==> src/sie_pkg.sv <==
// package of register offsets, field positions and reset values for the interrupt block
package sie_pkg;

  localparam int          SIE_ADDR_W        = 9;
  localparam int          SIE_DATA_W        = 32;
  localparam int          SIE_PIN_COUNT     = 6;
  localparam int          SIE_TIMER_W       = 16;

  // register offsets on the management port
  localparam logic [8:0]  SIE_OFF_STATUS    = 9'h058;
  localparam logic [8:0]  SIE_OFF_ENABLE    = 9'h05c;
  localparam logic [8:0]  SIE_OFF_PINCFG    = 9'h1e0;

  // status and enable bit positions (same layout in both registers)
  localparam int          SIE_BIT_SOFTWARE  = 31;
  localparam int          SIE_BIT_READY     = 30;
  localparam int          SIE_BIT_FABRIC    = 28;
  localparam int          SIE_BIT_PORT2     = 27;
  localparam int          SIE_BIT_PORT1     = 26;
  localparam int          SIE_BIT_TIMER     = 19;
  localparam int          SIE_BIT_PINS      = 12;

  localparam logic [31:0] SIE_EVENT_MASK    = 32'hdc08_1000;
  localparam logic [31:0] SIE_W1C_MASK      = 32'hc008_0000;

  // pin configuration field positions
  localparam int          SIE_TRIG_LSB      = 16;
  localparam int          SIE_DRV_LSB       = 0;

  localparam logic [31:0] SIE_STATUS_RST    = 32'h0000_0000;
  localparam logic [31:0] SIE_ENABLE_RST    = 32'h0000_0000;
  localparam logic [5:0]  SIE_PINFLD_RST    = 6'h00;

  localparam logic [15:0] SIE_TIMER_TOP     = 16'hffff;
  localparam logic [15:0] SIE_TIMER_ZERO    = 16'h0000;

endpackage : sie_pkg

==> src/sie_pin_if.sv <==
// interface carrying pin configuration, pin levels, pin status and pin drive
`timescale 1ns/10ps
interface sie_pin_if #(parameter int N = 6);
  logic [N-1:0] trig_level;
  logic [N-1:0] drv_type;
  logic [N-1:0] out_data;
  logic [N-1:0] dir_out;
  logic [N-1:0] raw;
  logic [N-1:0] sts_en;
  logic [N-1:0] sts_clr;
  logic [N-1:0] sts;
  logic         event_any;
  logic [N-1:0] pin_o;
  logic [N-1:0] pin_oe_n;

  modport ctl (output trig_level, drv_type, out_data, dir_out, raw, sts_en, sts_clr,
               input  sts, event_any, pin_o, pin_oe_n);
  modport pins (input  trig_level, drv_type, out_data, dir_out, raw, sts_en, sts_clr,
                output sts, event_any, pin_o, pin_oe_n);
endinterface : sie_pin_if

==> src/sie_pin_unit.sv <==
// pin level trigger status and pin output buffer control
`timescale 1ns/10ps
module sie_pin_unit
  import sie_pkg::*;
#(
  parameter int N = SIE_PIN_COUNT
) (
  input  wire logic clk,
  input  wire logic arst_n,
  sie_pin_if.pins   p
);

  logic [N-1:0] sts_r;
  logic [N-1:0] sts_nxt;
  logic [N-1:0] hit;
  logic         evt_r;
  logic [N-1:0] o_r;
  logic [N-1:0] oe_n_r;

  // RQ11 level trigger select
  assign hit     = ~(p.raw ^ p.trig_level);
  // a trigger level present in the clear cycle keeps the bit set
  assign sts_nxt = (sts_r & ~p.sts_clr) | hit;

  always_ff @(posedge clk or negedge arst_n) begin
    if (!arst_n) begin
      sts_r <= SIE_PINFLD_RST;
    end else begin
      sts_r <= sts_nxt;
    end
  end

  // RQ16 enabled pin bits ORed
  always_ff @(posedge clk or negedge arst_n) begin
    if (!arst_n) begin
      evt_r <= 1'b0;
    end else begin
      evt_r <= |(sts_nxt & p.sts_en);
    end
  end

  // RQ12 driver type select
  // RQ13 open drain drives only low
  always_ff @(posedge clk or negedge arst_n) begin
    if (!arst_n) begin
      o_r    <= SIE_PINFLD_RST;
      oe_n_r <= {N{1'b1}};
    end else begin
      for (int i = 0; i < N; i++) begin
        if (p.drv_type[i]) begin
          o_r[i]    <= p.out_data[i];
          oe_n_r[i] <= ~p.dir_out[i];
        end else begin
          o_r[i]    <= 1'b0;
          oe_n_r[i] <= ~(p.dir_out[i] & ~p.out_data[i]);
        end
      end
    end
  end

  assign p.sts       = sts_r;
  assign p.event_any = evt_r;
  assign p.pin_o     = o_r;
  assign p.pin_oe_n  = oe_n_r;

  // RQ13
  a_open_drain_high: assert property (@(posedge clk) disable iff (!arst_n)
    (!p.drv_type[0] && p.out_data[0]) |=> oe_n_r[0])
    else $error("open drain pin driven while data is one");
  // RQ11
  a_trigger_sets_status: assert property (@(posedge clk) disable iff (!arst_n)
    (p.raw == p.trig_level) |=> (sts_r == {N{1'b1}}))
    else $error("matching pin level did not set status");

endmodule : sie_pin_unit

==> src/sie_wrap_det.sv <==
// detects the general purpose timer count wrapping from zero to its top value
`timescale 1ns/10ps
module sie_wrap_det
  import sie_pkg::*;
#(
  parameter int W = SIE_TIMER_W
) (
  input  wire logic         clk,
  input  wire logic         arst_n,
  input  wire logic [W-1:0] count,
  output logic              wrap
);

  logic [W-1:0] prev_r;
  logic         seen_r;

  always_ff @(posedge clk or negedge arst_n) begin
    if (!arst_n) begin
      prev_r <= '0;
      seen_r <= 1'b0;
    end else begin
      prev_r <= count;
      seen_r <= 1'b1;
    end
  end

  // RQ7 wrap past zero
  // seen_r blocks a false wrap on the first sample after reset
  assign wrap = seen_r && (prev_r == W'(SIE_TIMER_ZERO)) && (count == W'(SIE_TIMER_TOP));

  // RQ7
  a_wrap_only_down: assert property (@(posedge clk) disable iff (!arst_n)
    wrap |-> ($past(count) == '0 && count == '1))
    else $error("wrap flagged without zero to top step");

endmodule : sie_wrap_det

==> src/sie_top.sv <==
// system interrupt status, enable and pin configuration block
//
// Function
// RQ1: Status bits show their source condition regardless of enables, except software bit.
// RQ2: Writing one clears a clearable status bit; writing zero leaves it.
// RQ3: Bit 31 sets when software enable goes high; cleared by writing one.
// RQ4: Bit 30 sets when device is ready after reset; cleared by writing one.
// RQ5: Read-only bit 28 follows the fabric pending event.
// RQ6: Read-only bits 27 and 26 follow port 2 and port 1 transceiver events.
// RQ7: Bit 19 sets when timer count wraps zero to top; write one clears.
// RQ8: Read-only bit 12 follows the general purpose pin event.
// RQ9: An enable bit decides whether its status event reaches the interrupt output.
// RQ10: Enable bits share status positions; other positions are reserved read-only.
// RQ11: Trigger level field 21:16 picks low or high level per pin.
// RQ12: Driver type field 5:0 picks open drain or push pull per pin.
// RQ13: Open drain pins drive low for data zero, float for data one.
// RQ14: Master indication is set whenever any enabled status bit is active.
// RQ15: With output enable clear the interrupt pin stays de-asserted.
// RQ16: Enabled pin status bits are ORed into the pin event bit.
// RQ17: Summary read-only bits clear once their source flags are all clear.
// RQ18: Fields reset to zero; reserved positions read zero and ignore writes.
`timescale 1ns/10ps
module sie_top
  import sie_pkg::*;
#(
  parameter int N_PINS = SIE_PIN_COUNT
) (
  input  wire logic                  clk,
  input  wire logic                  arst_n,
  // management port
  input  wire logic                  reg_wr,
  input  wire logic                  reg_rd,
  input  wire logic [SIE_ADDR_W-1:0] reg_addr,
  input  wire logic [SIE_DATA_W-1:0] reg_wdata,
  output logic      [SIE_DATA_W-1:0] reg_rdata,
  output logic                       reg_rvalid,
  // event sources
  input  wire logic                  device_ready,
  input  wire logic                  fabric_pending,
  input  wire logic                  port2_transceiver_event,
  input  wire logic                  port1_transceiver_event,
  input  wire logic [SIE_TIMER_W-1:0] timer_count,
  // pin side, data/direction and pin status enables live elsewhere
  input  wire logic [N_PINS-1:0]     pin_in,
  input  wire logic [N_PINS-1:0]     pin_out_data,
  input  wire logic [N_PINS-1:0]     pin_dir_out,
  input  wire logic [N_PINS-1:0]     pin_event_status_enable,
  input  wire logic [N_PINS-1:0]     pin_status_clear,
  output logic      [N_PINS-1:0]     pin_status,
  output logic      [N_PINS-1:0]     pin_o,
  output logic      [N_PINS-1:0]     pin_oe_n,
  // interrupt output
  input  wire logic                  irq_output_enable,
  output logic                       irq_master,
  output logic                       irq_pin
);

  function automatic logic hit(input logic [SIE_ADDR_W-1:0] a,
                               input logic [SIE_ADDR_W-1:0] off);
    hit = (a == off);
  endfunction : hit

  logic                  wr_status;
  logic                  wr_enable;
  logic                  wr_pincfg;
  logic [31:0]           status_r;
  logic [31:0]           status_nxt;
  logic [31:0]           enable_r;
  logic [N_PINS-1:0]     trig_level_r;
  logic [N_PINS-1:0]     drv_type_r;
  logic                  ready_done_r;
  logic                  timer_wrap;
  logic                  sw_en_rise;
  logic [31:0]           w1c;
  logic [31:0]           set_bits;
  logic [31:0]           live_bits;
  logic                  master_nxt;
  logic [SIE_DATA_W-1:0] rdata_nxt;

  sie_pin_if #(.N(N_PINS)) pif ();

  assign wr_status = reg_wr && hit(reg_addr, SIE_OFF_STATUS);
  assign wr_enable = reg_wr && hit(reg_addr, SIE_OFF_ENABLE);
  assign wr_pincfg = reg_wr && hit(reg_addr, SIE_OFF_PINCFG);

  sie_wrap_det #(
    .W (SIE_TIMER_W)
  ) u_wrap (
    .clk    (clk),
    .arst_n (arst_n),
    .count  (timer_count),
    .wrap   (timer_wrap)
  );

  assign pif.trig_level = trig_level_r;
  assign pif.drv_type   = drv_type_r;
  assign pif.out_data   = pin_out_data;
  assign pif.dir_out    = pin_dir_out;
  assign pif.raw        = pin_in;
  assign pif.sts_en     = pin_event_status_enable;
  assign pif.sts_clr    = pin_status_clear;

  sie_pin_unit #(
    .N (N_PINS)
  ) u_pins (
    .clk    (clk),
    .arst_n (arst_n),
    .p      (pif.pins)
  );

  // RQ3 software enable rising
  assign sw_en_rise = wr_enable && reg_wdata[SIE_BIT_SOFTWARE] && !enable_r[SIE_BIT_SOFTWARE];

  // RQ2 write one clears
  assign w1c = wr_status ? (reg_wdata & SIE_W1C_MASK) : 32'h0000_0000;

  always_comb begin
    set_bits                   = 32'h0000_0000;
    set_bits[SIE_BIT_SOFTWARE] = sw_en_rise;
    // RQ4 ready once after reset
    set_bits[SIE_BIT_READY]    = device_ready && !ready_done_r;
    set_bits[SIE_BIT_TIMER]    = timer_wrap;
  end

  // RQ5 RQ6 RQ8 live summary bits
  always_comb begin
    live_bits                 = 32'h0000_0000;
    live_bits[SIE_BIT_FABRIC] = fabric_pending;
    live_bits[SIE_BIT_PORT2]  = port2_transceiver_event;
    live_bits[SIE_BIT_PORT1]  = port1_transceiver_event;
    live_bits[SIE_BIT_PINS]   = pif.event_any;
  end

  // RQ1 status follows sources, set beats clear
  // RQ17 summary bits are not sticky here
  assign status_nxt = (((status_r & ~w1c) | set_bits) & SIE_W1C_MASK) |
                      (live_bits & ~SIE_W1C_MASK & SIE_EVENT_MASK);

  always_ff @(posedge clk or negedge arst_n) begin
    if (!arst_n) begin
      status_r <= SIE_STATUS_RST;
    end else begin
      status_r <= status_nxt;
    end
  end

  // ready is flagged once per reset, so a late clear is not undone
  always_ff @(posedge clk or negedge arst_n) begin
    if (!arst_n) begin
      ready_done_r <= 1'b0;
    end else if (device_ready) begin
      ready_done_r <= 1'b1;
    end
  end

  // RQ10 enable shares status layout
  // RQ18 reserved bits dropped
  always_ff @(posedge clk or negedge arst_n) begin
    if (!arst_n) begin
      enable_r <= SIE_ENABLE_RST;
    end else if (wr_enable) begin
      enable_r <= reg_wdata & SIE_EVENT_MASK;
    end
  end

  // RQ11 RQ12 pin configuration
  always_ff @(posedge clk or negedge arst_n) begin
    if (!arst_n) begin
      trig_level_r <= SIE_PINFLD_RST;
      drv_type_r   <= SIE_PINFLD_RST;
    end else if (wr_pincfg) begin
      trig_level_r <= reg_wdata[SIE_TRIG_LSB +: N_PINS];
      drv_type_r   <= reg_wdata[SIE_DRV_LSB +: N_PINS];
    end
  end

  // RQ9 RQ14 enabled status gating
  assign master_nxt = |(status_nxt & enable_r);

  always_ff @(posedge clk or negedge arst_n) begin
    if (!arst_n) begin
      irq_master <= 1'b0;
    end else begin
      irq_master <= master_nxt;
    end
  end

  // RQ15 output gate
  always_ff @(posedge clk or negedge arst_n) begin
    if (!arst_n) begin
      irq_pin <= 1'b0;
    end else begin
      irq_pin <= master_nxt && irq_output_enable;
    end
  end

  // RQ18 unmapped and reserved read zero
  always_comb begin
    case (reg_addr)
      SIE_OFF_STATUS: rdata_nxt = status_r;
      SIE_OFF_ENABLE: rdata_nxt = enable_r;
      SIE_OFF_PINCFG: begin
        rdata_nxt                             = 32'h0000_0000;
        rdata_nxt[SIE_TRIG_LSB +: N_PINS]     = trig_level_r;
        rdata_nxt[SIE_DRV_LSB +: N_PINS]      = drv_type_r;
      end
      default:        rdata_nxt = 32'h0000_0000;
    endcase
  end

  always_ff @(posedge clk or negedge arst_n) begin
    if (!arst_n) begin
      reg_rdata  <= 32'h0000_0000;
      reg_rvalid <= 1'b0;
    end else begin
      reg_rvalid <= reg_rd;
      if (reg_rd) begin
        reg_rdata <= rdata_nxt;
      end
    end
  end

  always_ff @(posedge clk or negedge arst_n) begin
    if (!arst_n) begin
      pin_status <= SIE_PINFLD_RST;
      pin_o      <= SIE_PINFLD_RST;
      pin_oe_n   <= {N_PINS{1'b1}};
    end else begin
      pin_status <= pif.sts;
      pin_o      <= pif.pin_o;
      pin_oe_n   <= pif.pin_oe_n;
    end
  end

  a_sw_bit_sets: assert property (@(posedge clk) disable iff (!arst_n) // RQ3
    (wr_enable && reg_wdata[SIE_BIT_SOFTWARE] && !enable_r[SIE_BIT_SOFTWARE])
      |=> status_r[SIE_BIT_SOFTWARE])
    else $error("software status bit not set on enable rise");

  a_w1c_clears: assert property (@(posedge clk) disable iff (!arst_n) // RQ2
    (wr_status && reg_wdata[SIE_BIT_TIMER] && !timer_wrap)
      |=> !status_r[SIE_BIT_TIMER])
    else $error("timer status bit survived write one clear");

  a_w0_keeps: assert property (@(posedge clk) disable iff (!arst_n) // RQ2
    (status_r[SIE_BIT_READY] && !(wr_status && reg_wdata[SIE_BIT_READY]))
      |=> status_r[SIE_BIT_READY])
    else $error("ready status bit lost without write one");

  a_ready_once: assert property (@(posedge clk) disable iff (!arst_n) // RQ4
    $rose(ready_done_r) |-> status_r[SIE_BIT_READY])
    else $error("ready status bit not set when device became ready");

  a_fabric_follows: assert property (@(posedge clk) disable iff (!arst_n) // RQ5
    ##1 (status_r[SIE_BIT_FABRIC] == $past(fabric_pending)))
    else $error("fabric bit does not follow its source");

  a_phy_follows: assert property (@(posedge clk) disable iff (!arst_n) // RQ6
    ##1 (status_r[SIE_BIT_PORT2:SIE_BIT_PORT1] ==
         {$past(port2_transceiver_event), $past(port1_transceiver_event)}))
    else $error("transceiver bits do not follow their sources");

  // a clear written in the cycle after the wrap may drop the bit one cycle later
  a_timer_sets: assert property (@(posedge clk) disable iff (!arst_n) // RQ7
    timer_wrap |=> status_r[SIE_BIT_TIMER] ##1
      (status_r[SIE_BIT_TIMER] || $past(wr_status && reg_wdata[SIE_BIT_TIMER])))
    else $error("timer wrap not recorded");

  a_master_tracks: assert property (@(posedge clk) disable iff (!arst_n) // RQ14
    irq_master == |($past(status_nxt) & $past(enable_r)))
    else $error("master indication mismatches enabled status");

  a_pin_gated: assert property (@(posedge clk) disable iff (!arst_n) // RQ15
    !$past(irq_output_enable) |-> !irq_pin)
    else $error("interrupt pin asserted while output disabled");

  a_reserved_zero: assert property (@(posedge clk) disable iff (!arst_n) // RQ18
    ((status_r | enable_r) & ~SIE_EVENT_MASK) == 32'h0000_0000)
    else $error("reserved position holds a one");

  a_pins_follow: assert property (@(posedge clk) disable iff (!arst_n) // RQ8
    ##1 (status_r[SIE_BIT_PINS] == $past(pif.event_any)))
    else $error("pin event bit does not follow enabled pin status");

  // the software bit is not a level follower, only an enable rise sets it
  a_sw_no_level: assert property (@(posedge clk) disable iff (!arst_n) // RQ3
    (!status_r[SIE_BIT_SOFTWARE] &&
     !(wr_enable && reg_wdata[SIE_BIT_SOFTWARE] && !enable_r[SIE_BIT_SOFTWARE]))
      |=> !status_r[SIE_BIT_SOFTWARE])
    else $error("software status bit set without enable rise");

  a_ready_single: assert property (@(posedge clk) disable iff (!arst_n) // RQ4
    (ready_done_r && !status_r[SIE_BIT_READY]) |=> !status_r[SIE_BIT_READY])
    else $error("ready status bit set twice in one reset period");

  a_timer_quiet: assert property (@(posedge clk) disable iff (!arst_n) // RQ7
    (!timer_wrap && !status_r[SIE_BIT_TIMER]) |=> !status_r[SIE_BIT_TIMER])
    else $error("timer status bit set without a wrap");

  a_enable_write: assert property (@(posedge clk) disable iff (!arst_n) // RQ10
    wr_enable |=> (enable_r == ($past(reg_wdata) & SIE_EVENT_MASK)))
    else $error("enable register does not hold the written event bits");

  a_irq_pin_gate: assert property (@(posedge clk) disable iff (!arst_n) // RQ15
    irq_pin == (irq_master && $past(irq_output_enable)))
    else $error("interrupt pin differs from gated master indication");

  a_unmapped_read: assert property (@(posedge clk) disable iff (!arst_n) // RQ18
    (reg_rd && !hit(reg_addr, SIE_OFF_STATUS) && !hit(reg_addr, SIE_OFF_ENABLE) &&
     !hit(reg_addr, SIE_OFF_PINCFG)) |=> (reg_rdata == 32'h0000_0000))
    else $error("unmapped offset read back nonzero");

endmodule : sie_top

==> config.mk <==
export PLATFORM = sky130hd
export DESIGN_NAME = sie_top
export DESIGN_NICKNAME = d
export VERILOG_FILES = /design/src/sie_pkg.sv /design/src/sie_pin_if.sv /design/src/sie_pin_unit.sv /design/src/sie_wrap_det.sv /design/src/sie_top.sv
export SDC_FILE = /design/constraint.sdc
export NUM_CORES = 1
export LEC_CHECK = 0
export ABC_CLOCK_PERIOD_IN_PS = 3300
export BUFFER_PORTS_ARGS = -buffer_cell sky130_fd_sc_hd__buf_2
export CAP_MARGIN = 40
export CORE_UTILIZATION = 45
export CTS_CLUSTER_SIZE = 40
export DETAILED_ROUTE_END_ITERATION = 12
export HOLD_SLACK_MARGIN = 0.03
export PLACE_DENSITY = 0.75
export SYNTH_ARGS = -nofsm -noshare
export SYNTH_HDL_FRONTEND = slang
export SYNTH_SLANG_ARGS = --single-unit
==> constraint.sdc <==
create_clock -name clk -period 3.3 [get_ports clk]
set_input_delay 0.33 -clock clk [delete_from_list [all_inputs] [get_ports clk]]
set_output_delay 0.33 -clock clk [all_outputs]
set_load 0.05 [all_outputs]
==> results.toml <==
[synthesis]
synth_seq_area_share_pct = 66.9
netlist_instances = 291
synth_cell_type_count = 42
synth_seq_cells = 102
syn_area_um2 = 3840
syn_area_per_cell_um2 = 13.2
yosys_warnings = 0

[route]
wl_met1_mm = 3.10
drt-initial-drc-count = 40
ant_nets = 0
routed.top_layer = "met4"
totalWireLength_mm = 7.37
wl_met3_um = 441
met2WireLength_mm = 3.77
vias_per_cell = 4.82
drc = 0
via_count = 2544
wire_per_inst_um = 14.0
drtPass1Iterations = 4

[timing]
finalCriticalPeriod_ns = 1.79
tns_ns = 0
clock.fmax_ghz = 0.558
slew_headroom_pct = 41.2
rsz0062_at_grt = "no"
hold_viol = 0
finalClockSkew_ns = 0.00840
period_share_pct = 54.3
drv_slew = 0
worst_pin_slew_ns = 0.878
setup_viol = 0

[floorplan]
initial_core_util_pct = 46.7
die_h_um = 94.3
die-area_um2 = 8900
ios = 149
row_count = 33
die_w_um = 94.3
core_um2 = 8220

[cts]
cts_tree = "built"
root_buffer = "clkbuf_8"
post_cts_resized = 0
clock_latency_ns = 0.35
h-tree-depth = 3
clk_pin_slew_ns = 0.10
cts_buffers = 9
clock-sinks = 102
cts_setup_buffers = 0
ctsLongestPathBuffers = 2

[global_route]
grt_overflow = 0
antenna_found_initial = 0
grt_max_degree = 40
track_usage_pct = 17.9
grt_pass1_wl_mm = 12.0
grt_pass1_vias = 2607

[layout]
drive_above_1_share_pct = 38.1
finalNonFillerCells = 528
layout.area.seq_um2 = 2570
syn_to_final_growth_pct = 22.8
diodes = 0
multiInputGateArea_um2 = 1060
nNetsFinal = 514
nFillCells = 709

[worst_setup_path]
reg2regPathDepth = 4
cp_max_fo = 12
cp-start-kind = "input pin"
critPathRequiredTime_ns = 3.58
worstPathArrival_ns = 2.07
rr_startpoint = "u_wrap.prev_r[7]"
critPathCaptureType = "flop"
path_class = "in -> reg"
rrSetupSlack_ns = 1.66
r2r_end = "irq_pin"

[power_and_ir_drop]
peakVddDrop_v = 0.000224
pwr_density_cell_nw_per_um2 = 488
p_leak_nw = 2.42

[placed_design]
gp_congestion = 0.769
port_buffers = 120
placedCellCount = 511
hpwl_mm = 5.60

[worst_hold_path]
min_path_cells = 1
worstHoldEndpoint = "u_wrap.prev_r[2]"
hp-class = "in -> reg"
holdCritStartpoint = "timer_count[2]"

[flow_run]
max_cap_viol_count = 0

[run_status]
status = "completed"
[power breakdown]
group	total [W]	switching (W)	internal [W]
Combinational	0.000238	0.000167	0.0000713
Sequential	0.00132	0.0000184	0.00130
Clock	0.000741	0.000432	0.000310
Total	0.00230	0.000617	0.00168
[synthesized netlist by cell type]
cell / instances / area share, %
nand3b_1: 1 / 0.20
and2_1: 6 / 0.98
nor4b_4: 1 / 0.62
nor2b_1: 2 / 0.33
a2bb2oi_1: 1 / 0.23
inv_1: 32 / 3.1
nor3_2: 1 / 0.26
o21ai_1: 15 / 2.0
dfstp_2: 12 / 8.2
nand4_2: 1 / 0.33
o21ai_0: 10 / 1.3
nand3_1: 14 / 1.8
dfrtp_1: 90 / 59
nor3b_1: 1 / 0.20
nand4b_1: 1 / 0.23
buf_2: 4 / 0.52
nand2b_1: 1 / 0.16
buf_4: 14 / 2.7
mux2i_1: 1 / 0.26
a41oi_1: 3 / 0.69
a22oi_1: 5 / 0.98
nor3_4: 1 / 0.42
clkbuf_1: 3 / 0.29
buf_1: 1 / 0.098
nor4_4: 1 / 0.55
or4_1: 2 / 0.39
nor3b_2: 1 / 0.33
or2_2: 1 / 0.16
nand2_1: 9 / 0.88
xor2_1: 6 / 1.4
or2_1: 1 / 0.16
conb_1: 2 / 0.20
nor2_1: 2 / 0.20
o22ai_1: 6 / 0.98
nand4bb_2: 1 / 0.42
o22a_1: 1 / 0.23
nor4bb_1: 2 / 0.52
a31oi_1: 1 / 0.16
nand4_1: 8 / 1.3
mux2_1: 24 / 7.0
or4_4: 1 / 0.29
a21oi_1: 1 / 0.13
[cell families after synthesis]
| family | synth area share, % |
|---|---|
| xor gates and xnor gates | 1.37 |
| and+or+nand+nor | 10.8 |
| DFF | 66.9 |
| AOI/OAI and AO/OA | 6.65 |
| buffers and inverters | 6.78 |
| muxes | 7.31 |
| other | 0.196 |
[placed cells by master (no fill, tap or decap), types with 2 or more instances in the layout]
master and n:
a41oi_1 3, nor2_1 2, mux2_1 24, nand3_1 14
clkinv_4 2, nor2b_1 2, a22oi_1 5, nor4bb_1 2
nand4_1 8, xor2_1 6, dfrtp_1 90, nand2_1 9
o22ai_1 6, or4_1 2, inv_8 2, o21ai_0 10
conb_1 15, buf_2 119, clkbuf_8 10, dfstp_2 12
o21ai_1 15, and2_1 6, inv_1 32, buf_4 5
[worst max-delay path: stages]
cell,delay [ns]
buf_2,0.19
nor4b_4,0.44
nor3b_2,0.79
a2bb2oi_1,0.15
a21oi_1,0.16
[metal layers]
layer | up-vias | track usage, %
li1 | 1214 | -
met1 | 1243 | 22.6
met2 | 80 | 30.2
met3 | 7 | 5.31
met4 | 0 | 4.23
met5 | - | 0
[state kept, by name, summed over array words and instances, names as in the netlist, 6 cells and up]
register           cells
u_pins.p.pin_oe_n      6
u_pins.p.sts           6
pin_status             6
u_wrap.prev_r         16
pin_oe_n               6
status_r               7
drv_type_r             6
pin_o                  6
enable_r               7
u_pins.p.pin_o         6
pif.trig_level         6
reg_rdata             18
[through the flow]
stage / cell area (um2) / total power, W / util [%] / setup slack (ns) / hold WS, ns
after CTS: 4710 / 0.00233 / 57.3 / 1.49 / 0.0667
after floorplan: 3880 / 0.00148 / - / 1.79 / 0.0344
after global placement: 4510 / 0.00157 / 54.9 / 1.15 / 0.317
after detailed placement: 4510 / 0.00158 / 54.9 / 1.11 / 0.329
final: 4710 / 0.00230 / 57.3 / 1.51 / 0.0889
after global routing: 4710 / 0.00240 / 57.3 / 1.39 / 0.0549
[worst max path at each step]
stage / to / cells after the start / slack (ns) / startpoint
finish: reg_rdata[19] / 5 / 1.51 / reg_addr[2]
global route: reg_rdata[2] / 5 / 1.39 / reg_addr[2]
CTS: reg_rdata[19] / 5 / 1.49 / reg_addr[2]
detailed placement: reg_rdata[19] / 5 / 1.11 / reg_addr[2]
global placement: reg_rdata[19] / 5 / 1.15 / reg_addr[2]
floorplan: irq_pin / 4 / 1.79 / u_wrap.prev_r[7]
[cell type report]
cell class,instances,share of cell area [%]
inverters,32,2.55
clock buffers,10,2.92
multi-input cells,148,22.4
well taps,105,2.79
flip-flops and latches,102,54.5
repair buffers,125,13.7
clock inverters,6,1.14
[timing repair]
item / in CTS / in global routing
endpoints found under the hold margin: 32 / 0
hold buffers: 1 / 0
endpoints found under the setup margin: 0 / 0
(Power assumes the default switching activity.)
